===== src/pack_seq_pkg.sv =====
package pack_seq_pkg;
    // Register byte addresses
    localparam logic [7:0] CONFIG_ADDR = 8'h00;
    localparam logic [7:0] TIMING_ADDR = 8'h04;
    localparam logic [7:0] SPARE_ADDR  = 8'h08;
    localparam logic [7:0] STATUS_ADDR = 8'h0C;
    localparam logic [7:0] COUNT_ADDR  = 8'h10;

    // Configuration field positions
    localparam int CFG_AUTO        = 0;
    localparam int CFG_START_EMPTY = 1;
    localparam int CFG_THREE_SPEED = 2;
    localparam int CFG_FWC         = 3;
    localparam int CFG_SETTLE      = 4;
    localparam int CFG_RUN_USED    = 5;
    localparam int CFG_INH_USED    = 6;
    localparam int CFG_INT_USED    = 7;
    localparam int CFG_RES_USED    = 8;
    localparam int CFG_W           = 9;

    // Reset values
    localparam logic [CFG_W-1:0] CONFIG_RESET = 9'h00C;
    localparam logic [15:0]      GATE_MS_RESET   = 16'h0064;
    localparam logic [15:0]      SETTLE_MS_RESET = 16'h0032;
    localparam logic [15:0]      SPARE_RESET     = 16'hFFFF;

    // Pin input positions
    localparam int PIN_START     = 0;
    localparam int PIN_DISCHARGE = 1;
    localparam int PIN_GATE_SHUT = 2;
    localparam int PIN_FEED_OPEN = 3;
    localparam int PIN_RESET     = 4;
    localparam int PIN_RUN_EN    = 5;
    localparam int PIN_INHIBIT   = 6;
    localparam int PIN_INTR_N    = 7;
    localparam int PIN_RESUME    = 8;
    localparam int PIN_SPARE1    = 9;
    localparam int PIN_SPARE2    = 10;
    localparam int IN_W          = 11;

    // Logical output count, for spare output selection
    localparam int OUT_W = 10;

    // Timing
    localparam int CLK_HZ        = 250_000_000;
    localparam int MS_PER_SEC    = 1000;
    localparam int MS_CYCLES     = CLK_HZ / MS_PER_SEC;
    localparam logic [7:0] PACK_PULSE_MS = 8'd200;

    typedef enum logic [3:0] {
        S_IDLE     = 4'b0000,
        S_ZERO     = 4'b0001,
        S_WAIT_GATE = 4'b0010,
        S_COARSE   = 4'b0011,
        S_MEDIUM   = 4'b0100,
        S_FINE     = 4'b0101,
        S_SETTLE   = 4'b0110,
        S_CHECK    = 4'b0111,
        S_READY_DIS = 4'b1000,
        S_OPEN     = 4'b1001,
        S_GATE_DLY = 4'b1010,
        S_CLOSE    = 4'b1011,
        S_FAULT    = 4'b1100
    } seq_state_t;
endpackage


===== src/packing_scale_sequencer.sv =====
`timescale 1ns/10ps
// How it works
// - Fill and empty cycles alternate, automatically or from fill-start and discharge pins.
// - In automatic mode a config bit picks filling or emptying as first phase.
// - A new fill starts after emptying while the start input is high in automatic mode, or else on its rising edge.
// - The scale is zeroed before any feeding begins.
// - Two- or three-speed feeding begins only while the discharge gate reads closed.
// - At the end of feeding the weight is checked against tolerance.
// - Fill-complete is asserted only when the tolerance check passes.
// - After a good fill, ready-to-discharge tells the packer it may empty.
// - An accepted discharge request opens the discharge gate.
// - When load falls below empty weight the gate delay timer starts.
// - Gate delay expiry closes the gate and pulses pack-filled for 200 ms.
// - Once the gate reads closed again the scale returns to ready-to-fill.
// - Fine feed runs with coarse, or only after coarse, per config bit.
// - A settling delay follows filling only when cut-off correction is after filling.
// - Run-permit, fill-inhibit and resume inputs are active high.
// - A start is executed only while run-permit is high.
// - The interrupt input is active low and suspends filling while low.
// - Discharge gate closed feedback is taken, feed-open is not; discharge and feed gate outputs are separate.
// - Spare input and output pins can take over the function of a failed pin.
module packing_scale_sequencer #(
    parameter int TICK_CYCLES = pack_seq_pkg::MS_CYCLES
) (
    input  wire logic                          clk,
    input  wire logic                          rst,
    input  wire logic [7:0]                    paddr,
    input  wire logic                          psel,
    input  wire logic                          penable,
    input  wire logic                          pwrite,
    input  wire logic [31:0]                   pwdata,
    output logic      [31:0]                   prdata,
    output logic                               pready,
    output logic                               pslverr,
    input  wire logic [pack_seq_pkg::IN_W-1:0] pin_in,
    input  wire logic                          zero_done,
    input  wire logic                          coarse_cut,
    input  wire logic                          medium_cut,
    input  wire logic                          fine_cut,
    input  wire logic                          in_tolerance,
    input  wire logic                          below_empty,
    output logic                               zero_req,
    output logic                               ready_fill,
    output logic                               coarse_feed,
    output logic                               medium_feed,
    output logic                               fine_feed,
    output logic                               open_dis_gate,
    output logic                               open_feed_gate,
    output logic                               ready_dis,
    output logic                               pack_filled,
    output logic                               fill_complete,
    output logic                               error_out,
    output logic      [1:0]                    spare_out
);
    import pack_seq_pkg::*;

    localparam int TICK_W = $clog2(TICK_CYCLES + 1);

    if (TICK_CYCLES < 1) begin : g_tick_check
        $error("TICK_CYCLES must be at least 1");
    end

    // Pick one logical output by index; out-of-range index gives zero
    function automatic logic pick_out(input logic [OUT_W-1:0] vec, input logic [3:0] sel);
        logic res;
        res = 1'b0;
        for (int k = 0; k < OUT_W; k++) begin
            if (sel == 4'(k)) begin
                res = vec[k];
            end
        end
        return res;
    endfunction

    logic [IN_W-1:0]   sync1_reg;
    logic [IN_W-1:0]   sync2_reg;
    logic [IN_W-1:0]   in_eff;
    logic [IN_W-1:0]   prev_reg;
    logic [CFG_W-1:0]  config_reg;
    logic [15:0]       gate_ms_reg;
    logic [15:0]       settle_ms_reg;
    logic [15:0]       spare_reg;
    logic [15:0]       pack_count_reg;
    seq_state_t        state_reg;
    seq_state_t        state_next;
    logic [TICK_W-1:0] tick_cnt_reg;
    logic              tick;
    logic [15:0]       timer_reg;
    logic [7:0]        pulse_reg;
    logic              suspend_reg;
    logic              first_reg;
    logic              tol_ok_reg;
    logic              run_ok;
    logic              go;
    logic              suspend_cond;
    logic              start_rise;
    logic              dis_rise;
    logic              reset_rise;
    logic [OUT_W-1:0]  out_vec;
    logic              apb_write;
    logic              apb_read;

    // Two-stage synchronisers for all pins
    always_ff @(posedge clk) begin
        if (rst) begin
            sync1_reg <= '0;
            sync2_reg <= '0;
        end else begin
            sync1_reg <= pin_in;
            sync2_reg <= sync1_reg;
        end
    end

    // Spare pins replace a failed input when mapped onto it
    always_comb begin
        in_eff = sync2_reg;
        for (int k = 0; k < PIN_SPARE1; k++) begin
            if (spare_reg[3:0] == 4'(k)) begin
                in_eff[k] = sync2_reg[PIN_SPARE1];
            end
            if (spare_reg[7:4] == 4'(k)) begin
                in_eff[k] = sync2_reg[PIN_SPARE2];
            end
        end
    end

    // Previous values for edge detection
    always_ff @(posedge clk) begin
        if (rst) begin
            prev_reg <= '0;
        end else begin
            prev_reg <= in_eff;
        end
    end

    assign start_rise = in_eff[PIN_START] & ~prev_reg[PIN_START];
    assign dis_rise   = in_eff[PIN_DISCHARGE] & ~prev_reg[PIN_DISCHARGE];
    assign reset_rise = in_eff[PIN_RESET] & ~prev_reg[PIN_RESET];

    // Start qualification: run permit active high, level start in automatic mode
    assign run_ok = ~config_reg[CFG_RUN_USED] | in_eff[PIN_RUN_EN];
    assign go = run_ok & (config_reg[CFG_AUTO] ? in_eff[PIN_START] : start_rise);

    // Inhibit is active high, interrupt active low
    assign suspend_cond = (config_reg[CFG_INH_USED] & in_eff[PIN_INHIBIT])
                        | (config_reg[CFG_INT_USED] & ~in_eff[PIN_INTR_N]);

    // Suspension latch; with resume in use it waits for resume high to clear
    always_ff @(posedge clk) begin
        if (rst) begin
            suspend_reg <= 1'b0;
        end else if (suspend_cond) begin
            suspend_reg <= 1'b1;
        end else if (~config_reg[CFG_RES_USED] | in_eff[PIN_RESUME]) begin
            suspend_reg <= 1'b0;
        end
    end

    // Millisecond tick divider
    always_ff @(posedge clk) begin
        if (rst || tick) begin
            tick_cnt_reg <= '0;
        end else begin
            tick_cnt_reg <= tick_cnt_reg + TICK_W'(1);
        end
    end

    assign tick = (tick_cnt_reg == TICK_W'(TICK_CYCLES - 1));

    // Sequence state decisions
    always_comb begin
        state_next = state_reg;
        case (state_reg)
            S_IDLE: begin
                if (go) begin
                    if (first_reg && config_reg[CFG_AUTO] && config_reg[CFG_START_EMPTY]) begin
                        state_next = S_READY_DIS;
                    end else begin
                        state_next = S_ZERO;
                    end
                end
            end
            S_ZERO: begin
                if (zero_done) begin
                    state_next = S_WAIT_GATE;
                end
            end
            S_WAIT_GATE: begin
                if (in_eff[PIN_GATE_SHUT]) begin
                    state_next = S_COARSE;
                end
            end
            S_COARSE: begin
                if (!suspend_reg && coarse_cut) begin
                    state_next = config_reg[CFG_THREE_SPEED] ? S_MEDIUM : S_FINE;
                end
            end
            S_MEDIUM: begin
                if (!suspend_reg && medium_cut) begin
                    state_next = S_FINE;
                end
            end
            S_FINE: begin
                if (!suspend_reg && fine_cut) begin
                    state_next = config_reg[CFG_SETTLE] ? S_SETTLE : S_CHECK;
                end
            end
            S_SETTLE: begin
                if (timer_reg == 16'h0000) begin
                    state_next = S_CHECK;
                end
            end
            S_CHECK: begin
                state_next = in_tolerance ? S_READY_DIS : S_FAULT;
            end
            S_READY_DIS: begin
                if (dis_rise) begin
                    state_next = S_OPEN;
                end
            end
            S_OPEN: begin
                if (below_empty) begin
                    state_next = S_GATE_DLY;
                end
            end
            S_GATE_DLY: begin
                if (timer_reg == 16'h0000) begin
                    state_next = S_CLOSE;
                end
            end
            S_CLOSE: begin
                if (in_eff[PIN_GATE_SHUT]) begin
                    state_next = S_IDLE;
                end
            end
            S_FAULT: begin
                state_next = S_FAULT;
            end
            default: begin
                state_next = S_IDLE;
            end
        endcase
        if (reset_rise) begin
            state_next = S_IDLE;
        end
    end

    // State register and first-cycle flag
    always_ff @(posedge clk) begin
        if (rst) begin
            state_reg <= S_IDLE;
            first_reg <= 1'b1;
        end else begin
            state_reg <= state_next;
            if (state_reg == S_IDLE && state_next != S_IDLE) begin
                first_reg <= 1'b0;
            end
        end
    end

    // Millisecond delay timer, loaded on entry to a timed state
    always_ff @(posedge clk) begin
        if (rst) begin
            timer_reg <= '0;
        end else if (state_next == S_SETTLE && state_reg != S_SETTLE) begin
            timer_reg <= settle_ms_reg;
        end else if (state_next == S_GATE_DLY && state_reg != S_GATE_DLY) begin
            timer_reg <= gate_ms_reg;
        end else if (tick && timer_reg != 16'h0000) begin
            timer_reg <= timer_reg - 16'h0001;
        end
    end

    // Pack-filled pulse length counter
    always_ff @(posedge clk) begin
        if (rst) begin
            pulse_reg <= '0;
        end else if (state_reg == S_GATE_DLY && state_next == S_CLOSE) begin
            pulse_reg <= PACK_PULSE_MS;
        end else if (tick && pulse_reg != 8'h00) begin
            pulse_reg <= pulse_reg - 8'h01;
        end
    end

    // Tolerance pass flag, held while offering the charge
    always_ff @(posedge clk) begin
        if (rst) begin
            tol_ok_reg <= 1'b0;
        end else if (state_reg == S_CHECK) begin
            tol_ok_reg <= in_tolerance;
        end else if (state_reg != S_READY_DIS) begin
            tol_ok_reg <= 1'b0;
        end
    end

    // Completed pack counter, cleared by writing its register
    always_ff @(posedge clk) begin
        if (rst || (apb_write && paddr == COUNT_ADDR)) begin
            pack_count_reg <= '0;
        end else if (state_reg == S_GATE_DLY && state_next == S_CLOSE) begin
            pack_count_reg <= pack_count_reg + 16'h0001;
        end
    end

    // Registered machine outputs
    always_ff @(posedge clk) begin
        if (rst) begin
            zero_req       <= 1'b0;
            ready_fill     <= 1'b0;
            coarse_feed    <= 1'b0;
            medium_feed    <= 1'b0;
            fine_feed      <= 1'b0;
            open_dis_gate  <= 1'b0;
            open_feed_gate <= 1'b0;
            ready_dis      <= 1'b0;
            pack_filled    <= 1'b0;
            fill_complete  <= 1'b0;
            error_out      <= 1'b0;
        end else begin
            zero_req       <= (state_reg == S_ZERO);
            ready_fill     <= (state_reg == S_IDLE);
            coarse_feed    <= (state_reg == S_COARSE) && !suspend_reg && !open_dis_gate;
            medium_feed    <= (state_reg == S_MEDIUM) && !suspend_reg && !open_dis_gate;
            fine_feed      <= ((state_reg == S_FINE)
                              || (config_reg[CFG_FWC]
                                  && (state_reg == S_COARSE || state_reg == S_MEDIUM)))
                              && !suspend_reg && !open_dis_gate;
            open_dis_gate  <= (state_reg == S_OPEN || state_reg == S_GATE_DLY);
            open_feed_gate <= (state_reg >= S_COARSE && state_reg <= S_FINE)
                              && !suspend_reg;
            ready_dis      <= (state_reg == S_READY_DIS);
            pack_filled    <= (pulse_reg != 8'h00);
            fill_complete  <= tol_ok_reg && (state_reg == S_READY_DIS);
            error_out      <= (state_reg == S_FAULT);
        end
    end

    // Logical output vector offered to the spare output pins
    assign out_vec = {error_out, fill_complete, pack_filled, ready_dis, open_feed_gate,
                      open_dis_gate, fine_feed, medium_feed, coarse_feed, ready_fill};

    // Spare output pins mirror a selected logical output
    always_ff @(posedge clk) begin
        if (rst) begin
            spare_out <= 2'b00;
        end else begin
            spare_out[0] <= pick_out(out_vec, spare_reg[11:8]);
            spare_out[1] <= pick_out(out_vec, spare_reg[15:12]);
        end
    end

    // APB slave: one wait state, then pready for one cycle
    assign apb_write = psel && penable && pready && pwrite;
    assign apb_read  = psel && penable && !pready && !pwrite;

    always_ff @(posedge clk) begin
        if (rst) begin
            pready <= 1'b0;
        end else begin
            pready <= psel && penable && !pready;
        end
    end

    // Software-written registers
    always_ff @(posedge clk) begin
        if (rst) begin
            config_reg    <= CONFIG_RESET;
            gate_ms_reg   <= GATE_MS_RESET;
            settle_ms_reg <= SETTLE_MS_RESET;
            spare_reg     <= SPARE_RESET;
        end else if (apb_write) begin
            case (paddr)
                CONFIG_ADDR: config_reg <= pwdata[CFG_W-1:0];
                TIMING_ADDR: begin
                    gate_ms_reg   <= pwdata[15:0];
                    settle_ms_reg <= pwdata[31:16];
                end
                SPARE_ADDR: spare_reg <= pwdata[15:0];
                default: begin
                end
            endcase
        end
    end

    // Read data and error answer, presented with pready
    always_ff @(posedge clk) begin
        if (rst) begin
            prdata  <= '0;
            pslverr <= 1'b0;
        end else if (psel && penable && !pready) begin
            prdata  <= '0;
            pslverr <= 1'b0;
            case (paddr)
                CONFIG_ADDR: prdata <= {{(32 - CFG_W){1'b0}}, config_reg};
                TIMING_ADDR: prdata <= {settle_ms_reg, gate_ms_reg};
                SPARE_ADDR:  prdata <= {16'h0000, spare_reg};
                STATUS_ADDR: begin
                    if (apb_read) begin
                        prdata <= {10'h000, tol_ok_reg, suspend_reg, 1'b0, in_eff,
                                   3'b000, 1'b0, state_reg};
                    end else begin
                        pslverr <= 1'b1;
                    end
                end
                COUNT_ADDR:  prdata <= {16'h0000, pack_count_reg};
                default:     pslverr <= 1'b1;
            endcase
        end else begin
            pslverr <= 1'b0;
        end
    end
endmodule


===== config.mk =====
export PLATFORM = sky130hd
export DESIGN_NAME = packing_scale_sequencer
export DESIGN_NICKNAME = d
export VERILOG_FILES = /design/src/pack_seq_pkg.sv /design/src/packing_scale_sequencer.sv
export SDC_FILE = /design/constraint.sdc
export NUM_CORES = 1
export LEC_CHECK = 0
export ABC_CLOCK_PERIOD_IN_PS = 6120
export BUFFER_PORTS_ARGS = -buffer_cell sky130_fd_sc_hd__buf_2
export CAP_MARGIN = 30
export CORE_UTILIZATION = 50
export DETAILED_ROUTE_END_ITERATION = 8
export GPL_TIMING_DRIVEN = 0
export HOLD_SLACK_MARGIN = 0.15
export PLACE_DENSITY = 0.77
export SLEW_MARGIN = 30
export SYNTH_ARGS = -nofsm -noshare
export SYNTH_HDL_FRONTEND = slang
export SYNTH_SLANG_ARGS = --single-unit

===== constraint.sdc =====
create_clock -name clk -period 6.12 [get_ports clk]
set_clock_uncertainty 0.15 [all_clocks]
set_input_delay 0.306 -clock clk [delete_from_list [all_inputs] [get_ports clk]]
set_output_delay 0.306 -clock clk [all_outputs]
set_load 0.01 [all_outputs]

==> results of run 1 <==
[worst paths after layout]
path                      from                end  slack (ns)  cells after the start
setup / recovery  timer_reg[2]  pack_count_reg[9]        2.21                      8
hold / removal        paddr[3]  settle_ms_reg[15]        0.21                      4
setup reg to reg  timer_reg[2]  pack_count_reg[9]        2.21                      8
hold reg to reg   sync1_reg[3]       sync2_reg[3]        0.29                      1
[through the flow]
step	cells	utilization, %	instance area (um^2)	hold slack (ns)
6_report	1473	61.4	11000	0.211
4_1_cts	1472	61.4	11000	0.189
5_1_grt	1472	61.4	11000	0.245
3_3_place_gp	1396	55.6	9950	0.267
3_5_place_dp	1396	55.6	9950	0.273
2_1_floorplan	1059	-	9120	0.240
[routing by layer]
layer | up-vias | wire (um) | global-route usage (%)
met4 | 0 | 992 | 14.7
met3 | 81 | 2680 | 6.63
met1 | 4069 | 11700 | 40.4
met5 | - | 0 | 0
li1 | 4093 | - | -
met2 | 452 | 13000 | 47.4
[logic make-up after synthesis]
group / synth area share, %
xor+xnor: 3.94
mux: 4.97
fa+ha+maj: 0.686
simple gates: 26.6
flops: 42.6
compound gates: 16.9
buf+inv: 4.42
[what timing repair did]
| item | CTS | global route |
|---|---|---|
| hold endpoints to repair | 70 | 0 |
| hold buffers | 45 | 0 |
| gates resized for setup | 0 | 0 |
[worst reg2reg max path: stages (launching register included)]
cell       delay, ns
dfxtp_1         0.36
nor4_1          0.53
nand4b_1        0.52
a2111oi_4       0.55
nor4_4          0.14
a2111oi_2       0.70
nand4_2         0.34
or3_1           0.39
a21oi_1         0.15
[power breakdown]
group / total [uW] / internal [uW] / leakage [uW] / switching, uW
registers: 1280 / 1280 / 0.00157 / 6.22
clock network: 1110 / 632 / 0.000286 / 481
logic: 143 / 61.3 / 0.00229 / 82.2
[synthesized netlist by cell type (10+ instances only)]
master    number  area share [%]
a211o_1       20             1.9
nand2_1      129             5.3
clkbuf_1      52             2.1
a21oi_1       71             3.9
xnor2_1       25             2.4
nor3_1        28             1.5
dfxtp_1      194              43
mux2_2        14             1.7
nor2_1       126             5.2
a211oi_1      12            0.99
nor4_1        15             1.0
nand3_1       28             1.5
or3_1         15             1.0
nor2b_1       49             3.4
nand2b_1      12            0.82
and3_1        10            0.69
mux2i_1       25             2.7
o21ai_0       28             1.5
xor2_1        16             1.5
inv_1         18            0.74
a222oi_1      12             1.3
a22oi_1       10            0.82
[layout by cell type (no fill, tap or decap), types with 9 or more instances in the layout]
| master | synthesis | routed |
|---|---|---|
| nor4_1 | 15 | 14 |
| a22oi_1 | 10 | 10 |
| dlygate4sd3_1 | 0 | 45 |
| o21ai_0 | 28 | 28 |
| clkbuf_1 | 52 | 54 |
| nor4b_1 | 9 | 9 |
| nand2b_1 | 12 | 12 |
| buf_2 | 5 | 113 |
| nor2_1 | 126 | 126 |
| xnor2_1 | 25 | 25 |
| clkbuf_16 | 0 | 17 |
| and3_1 | 10 | 10 |
| nand2_1 | 129 | 129 |
| a211o_1 | 20 | 20 |
| a222oi_1 | 12 | 12 |
| a21oi_1 | 71 | 71 |
| mux2i_1 | 25 | 25 |
| nor3_1 | 28 | 28 |
| inv_1 | 18 | 18 |
| mux2_2 | 14 | 14 |
| a211oi_1 | 12 | 11 |
| xor2_1 | 16 | 16 |
| nand3_1 | 28 | 28 |
| nor2b_1 | 49 | 49 |
| dfxtp_1 | 194 | 194 |
| or3_1 | 15 | 15 |
[layout make-up]
| type | instances | area share [%] |
|---|---|---|
| Antenna cell | 1 | 0.0228 |
| Buffer | 69 | 3.05 |
| Clock buffer | 22 | 4.31 |
| Clock inverter | 9 | 0.956 |
| Inverter | 18 | 0.615 |
| Multi-Input combinational cell | 778 | 44.1 |
| Sequential cell | 194 | 35.3 |
| Tap cell | 229 | 2.61 |
| Timing Repair Buffer | 153 | 9.02 |
==> results.yml, run 1 <==
floorplanning:
  die_w_um: 137
  ios: 109
  initial_utilization_pct: 51.0
  die_area_um2: 18800
  design.core.area_um2: 17900
  rows: 49
  die_h_um: 137
timing:
  slew_headroom_pct: 37.2
  tns_ns: 0
  fmax_mhz: 255
  rsz0062_at_grt: "false"
  tightest_slew_ns: 0.934
  setup_violations: 0
  fin_crit_sh_pct: 64.0
  slew_viol_final: 0
  hold_viol_final: 0
  fin_ws_ns: 2.21
  period_minus_slack_ns: 3.91
final_layout:
  fillCellCount: 1551
  syn_to_final_growth_pct: 20.5
  seq_area_um2: 3880
  drive_above_1_share_pct: 16.1
  final_nets: 1298
  largest_reg_flops: 32
  multi_input_area_um2: 4850
global_routing:
  grt_pass1_wl_mm: 42.7
  gr-total-overflow: 0
  grt_pass1_vias: 7847
  antenna_found_initial: 1
  grt_max_degree: 17
  grt_usage_pct: 30.6
critical_path:
  start_kind: "register"
  worst_setup_path_end_kind: "register"
  path_buf_inv: 0
  crit_family: "simple AND/OR/NAND/NOR gates"
  path_cells: "nor4_1 -> nand4b_1 -> a2111oi_4 -> nor4_4 -> a2111oi_2 -> nand4_2 -> or3_1 -> a21oi_1"
  cp_data_arrival_time_ns: 4.12
  cpMaxStageDelayCell: "a2111oi_2"
  worst-path-max-fanout: 10
  cp_data_required_time_ns: 6.33
  critPathKind: "register to register"
  cpPeakStageDelay_ns: 0.70
routing:
  vias: 8695
  first_pass_iters: 8
  drt_wl_total_mm: 28.4
  dr.first_iter.drc_count: 952
  drtAntennaViolNets: 0
  wl_per_cell_um: 19.3
  routed_via_density: 5.90
  drcViolationCount: 0
logic_synthesis:
  yosysWarnings: 0
  synth_cell_types: 73
  synth_area_um2: 9120
  synth-async-reset-ratio_pct: 0
  synth_edf_count: 0
  yosys_register_bits: 194
  syn_avg_cell_area_um2: 8.61
  syn_inst: 1059
  ys_seq_area_share_pct: 42.6
  ys_dominant_reg_cell: "dfxtp_1"
  syn_nets: 1126
worst_hold_path:
  hp-class: "input port to register"
cts:
  clkSinkCount: 194
  clk_pin_slew_ns: 0.07
  root_buffer: "clkbuf_16"
  cts_tree: "done"
  numCtsBuffers: 17
  cts_max_level: 4
  clockBufferDepth: 2
  clkLatencyLatePin_ns: 0.44
  cts_setup_buffers: 0
power:
  power.leakage_uw: 0.00414
  p_total_uw: 2540
  ir_worst_vdd_uv: 228
  power.density_nw_per_um2: 231
place:
  io_buffers: 108
  dpl.hpwl_mm: 21.1
  place_ws_ns: 2.34
  gp_congestion: 1.03
run_status:
  outcome: "complete, no violations"
flow_run:
  maxCapViolCount: 0
Power figures use the tool's default switching activity.
==> run 2: changes to the inputs <==
Settings changed: ABC_CLOCK_PERIOD_IN_PS 6120 to 3700.
Clock period 6.12 ns to 3.7 ns, I/O delays scaled along.
==> run 2 against run 1 <==
Count of clock-buffer cells in the layout did not move. Highest routed layer unchanged. Sequential power increased by 66%. Flip-flop and latch count unchanged. Sequential share of layout area down 0.32 points. Wire length up 0.20%. First-iteration DRC count grew 16%. Die area is the same. Non-clock buffer count grew 8. Global-route usage hardly changed. Setup slack got worse by 2.0 ns. Fmax rose by 12%.
==> results.yml, run 2 (synthesis results as in run 1) <==
run_status:
  outcome: "complete, no violations"
cts:
  clk_pin_slew_ns: 0.07
  root_buffer: "clkbuf_16"
  cts_max_level: 4
  clkLatencyLatePin_ns: 0.44
  cts_tree: "done"
  clockBufferDepth: 2
  numCtsBuffers: 17
  clkSinkCount: 194
final_layout:
  final_nets: 1306
  layout_commonest_cell: "dfxtp_1"
  largest_reg_flops: 32
  drive_above_1_share_pct: 16.4
  final_core_util_pct: 62.0
  most-common-layout-cells: "194 x dfxtp_1, 129 x nand2_1, 126 x nor2_1, 113 x buf_2, 71 x a21oi_1"
  finalNonFillerCells: 1480
  fillCellCount: 1544
  syn_to_final_growth_pct: 21.6
  antennaDiodeCount: 0
flow_run:
  maxCapViolCount: 0
global_routing:
  antenna_found_initial: 1
  grt_pass1_wl_mm: 42.8
  gr-total-overflow: 0
  grt_pass1_vias: 7871
  grt_max_degree: 17
  grt_usage_pct: 30.7
timing:
  period_minus_slack_ns: 3.48
  rsz0062_at_grt: "true"
  slew_headroom_pct: 44.2
  fin_ws_ns: 0.218
  setup_violations: 0
  tightest_slew_ns: 0.836
  slew_viol_final: 0
  hold_viol_final: 0
  holdWs_ns: 0.215
  fmax_mhz: 287
  fin_crit_sh_pct: 94.1
floorplanning:
  die_w_um: 137
  initial_utilization_pct: 51.0
  die_area_um2: 18800
  die_h_um: 137
  ios: 109
  design.core.area_um2: 17900
  rows: 49
critical_path:
  crit_path_start: "timer_reg[10]"
  cp_data_required_time_ns: 3.91
  worst_setup_path_end_kind: "register"
  r2r_setup_slack_ns: 0.22
  worst-path-max-fanout: 10
  r2r_start: "timer_reg[10]"
  start_kind: "register"
  r2r.worst_path.cells: 8
  cp_data_arrival_time_ns: 3.69
  critPathKind: "register to register"
routing:
  drtAntennaViolNets: 0
  drt_wl_total_mm: 28.4
  drcViolationCount: 0
  wl_per_cell_um: 19.2
  dr.first_iter.drc_count: 1100
  vias: 8737
  routed_via_density: 5.90
  first_pass_iters: 6
place:
  io_buffers: 108
  dp.cells: 1396
  gp_congestion: 1.03
  dpl.hpwl_mm: 21.1
  place_ws_ns: -0.0824
worst_hold_path:
  worstHoldStart: "penable"
  holdPathStages: 7
  hp-class: "input port to register"
power:
  ir_worst_vdd_uv: 383
  power.leakage_uw: 0.00418
  power.density_nw_per_um2: 379
[run 2: changes by cell type in the layout (fill, tap and decap cells not counted), sizes merged]
cell,delta
buf,+3
dlygate4sd3,+5
diode,-1
[run 2: report_power, final]
part           internal (uW)  total (uW)  switching, uW
Clock                   1040        1840            800
Sequential              2110        2120           10.2
Combinational            104         241            137
Total                   3260        4200            947
[run 2: worst paths after layout]
path | end
min | prdata[13]
min reg2reg | sync2_reg[3]
max reg2reg | pack_count_reg[9]
max | pack_count_reg[9]
[run 2: layout make-up]
class	instances	area [um^2]	share of cell area, %
plain buffers	69	335	3.02
repair buffers	161	1060	9.59
multi-input cells	778	4880	44.0
clock inverters	9	105	0.947
clock buffers	22	474	4.27
well taps	229	287	2.58
inverters	18	67.6	0.609
flip-flops and latches	194	3880	35.0
[run 2: worst max-delay path, stage by stage (launching register included)]
cell and delay, ns:
dfxtp_1 0.36, or4_1 0.62, or3_1 0.45, a2111oi_4 0.35
nor4_4 0.14, a2111oi_4 0.50, nand4_2 0.30, or3_1 0.38
a21oi_1 0.15
[run 2: through the flow]
step	total power, uW	area [um^2]	setup TNS (ns)
2_1_floorplan	2260	9120	0
3_3_place_gp	2360	9950	-0.111
3_5_place_dp	2360	9950	-0.697
4_1_cts	4220	11100	0
5_1_grt	4320	11100	-0.0147
6_report	4200	11100	0
[run 2: routing by layer]
layer  wire (um)  global-route usage, %  part of all wire (%)
met1       11900                   40.5                    42
met2       12900                   47.5                    46
met5           0                      0                     0
met3        2530                   6.59                   8.9
met4        1040                   14.7                   3.7
[run 2: timing repair]
item,CTS,global route
setup buffers,0,3
hold buffers,50,0
endpoints found under the hold margin,72,0
endpoints found under the setup margin,18,22
gates cloned,0,0
pin swaps,0,2
resized for setup,3,2
==> run 3: changes to the inputs <==
Settings changed: CORE_ASPECT_RATIO set to 1.4, GPL_TIMING_DRIVEN 0 to 1.
==> run 3 against run 2 <==
Power rose by 0.61%. Sequential share of layout area rose by 0.11 points. Critical path depth stayed put. Utilization is 0.27 points lower. Die area hardly changed. Design area shrank 0.30%. Critical endpoint is now timer_reg[12]. Worst hold slack got worse by 0.037 ns. Wire length decreased by 7.7%. Largest cell class unchanged.
==> results.yml, run 3 (synthesis results as in run 1) <==
cts:
  clockBufferDepth: 2
  ctsHoldBuffers: 64
  cts_tree: "done"
  clkSinkCount: 194
  clk_pin_slew_ns: 0.07
  clkLatencyLatePin_ns: 0.45
  root_buffer: "clkbuf_16"
  cts_resized: 0
  cts_max_level: 4
  cts_setup_buffers: 0
  numCtsBuffers: 17
global_routing:
  grt_max_degree: 65
  grt_pass1_wl_mm: 40.6
  gr-total-overflow: 0
  grt_pass1_vias: 7826
  antenna_found_initial: 0
  grt_usage_pct: 28.6
timing:
  tns_ns: 0
  period_minus_slack_ns: 3.45
  slew_headroom_pct: 41.2
  fin_crit_sh_pct: 93.2
  slew_viol_final: 0
  fin_ws_ns: 0.253
  tightest_slew_ns: 0.882
  rsz0062_at_grt: "false"
  hold_viol_final: 0
  setup_violations: 0
  fmax_mhz: 290
critical_path:
  r2r_setup_slack_ns: 0.25
  worst_setup_path_end_kind: "register"
  r2r_end: "timer_reg[12]"
  crit_path_start: "spare_reg[0]"
  cp_data_arrival_time_ns: 3.63
  worst-path-max-fanout: 21
  r2r.worst_path.cells: 8
  start_kind: "register"
  critPathKind: "register to register"
  r2r_start: "spare_reg[0]"
  cp_data_required_time_ns: 3.89
routing:
  vias: 8333
  drtAntennaViolNets: 0
  drt_wl_total_mm: 26.2
  first_pass_iters: 6
  routed_via_density: 5.73
  drcViolationCount: 0
  dr.first_iter.drc_count: 816
  wl_per_cell_um: 18.0
place:
  dpl.hpwl_mm: 18.7
  io_buffers: 108
  gp_congestion: 0.944
  place_ws_ns: 0.314
power:
  pwr-share-seq_pct: 50.1
  power.leakage_uw: 0.00422
  ir_worst_vdd_uv: 316
  comb_power_share_pct: 5.4
  switching_share_pct: 23.6
  power.density_nw_per_um2: 382
  p_clk_share_pct: 44.5
  p_switching_uw: 999
  power.internal_uw: 3230
final_layout:
  seq_area_um2: 3880
  syn_to_final_growth_pct: 21.2
  final_nets: 1268
  antennaDiodeCount: 0
  most-common-layout-cells: "194 x dfxtp_1, 129 x nand2_1, 125 x nor2_1, 107 x buf_2, 71 x a21oi_1"
  layout_commonest_cell: "dfxtp_1"
  multi_input_area_um2: 4850
  drive_above_1_share_pct: 17.5
  fillCellCount: 1567
  largest_reg_flops: 32
floorplanning:
  rows: 58
  die_w_um: 116
  die_area_um2: 18800
  die_h_um: 162
  design.core.area_um2: 17900
  ios: 109
  initial_utilization_pct: 50.9
flow_run:
  maxCapViolCount: 0
worst_hold_path:
  holdPathStages: 4
  worstHoldStart: "zero_done"
  hold_end: "state_reg[1]"
  hp-class: "input port to register"
run_status:
  outcome: "complete, no violations"
-- run 3: changes by cell type in the layout (fill, tap and decap cells not counted), moves of 6 or more --
cell,before,now
clkbuf_1,54,0
buf_4,3,18
buf_2,113,107
clkbuf_8,7,0
dlygate4sd3_1,50,64
-- run 3: final cells by class --
cell class / count / area share [%]
inverters: 18 / 0.611
repair buffers: 192 / 12.3
clock buffers: 17 / 3.85
well taps: 240 / 2.72
clock inverters: 15 / 1.58
multi-input cells: 778 / 43.9
flip-flops and latches: 194 / 35.1
-- run 3: worst max-delay path by stage --
| stage | end |
|---|---|
| 6_report | timer_reg[12] |
| 5_1_grt | timer_reg[12] |
| 4_1_cts | timer_reg[12] |
| 3_5_place_dp | timer_reg[12] |
| 3_3_place_gp | timer_reg[5] |
| 2_1_floorplan | timer_reg[6] |
-- run 3: power groups by stage --
stage,logic (uW),clock network (uW),registers (uW)
3_5_place_dp,173,0,2170
4_1_cts,223,1900,2120
5_1_grt,244,1990,2120
6_report,226,1880,2120
3_3_place_gp,172,0,2170
2_1_floorplan,97.4,0,2170
-- run 3: routing by layer --
layer | vias up | global-route usage (%) | wire, um
li1 | 4042 | - | -
met1 | 3931 | 31.7 | 9850
met2 | 293 | 50.1 | 13500
met3 | 67 | 5.37 | 1390
met4 | 0 | 16.7 | 1460
met5 | - | 0 | 0
-- run 3: worst max-delay path, stage by stage (launching register included) --
cell       delay, ns
dfxtp_1         0.41
nor4b_1         0.41
mux2i_1         0.38
a21oi_1         0.18
nor4_4          0.45
nand2_4         0.12
or4_4           0.68
and2_4          0.24
a2111oi_2       0.30
-- run 3: stage by stage --
stage / util [%] / total power [uW] / hold slack [ns] / instance area [um^2] / instances
6_report: 61.7 / 4230 / 0.178 / 11100 / 1454
2_1_floorplan: - / 2260 / 0.119 / 9120 / 1059
3_5_place_dp: 54.7 / 2340 / 0.247 / 9810 / 1357
5_1_grt: 61.7 / 4360 / 0.189 / 11100 / 1454
3_3_place_gp: 54.7 / 2340 / 0.243 / 9810 / 1357
4_1_cts: 61.7 / 4240 / 0.168 / 11100 / 1453
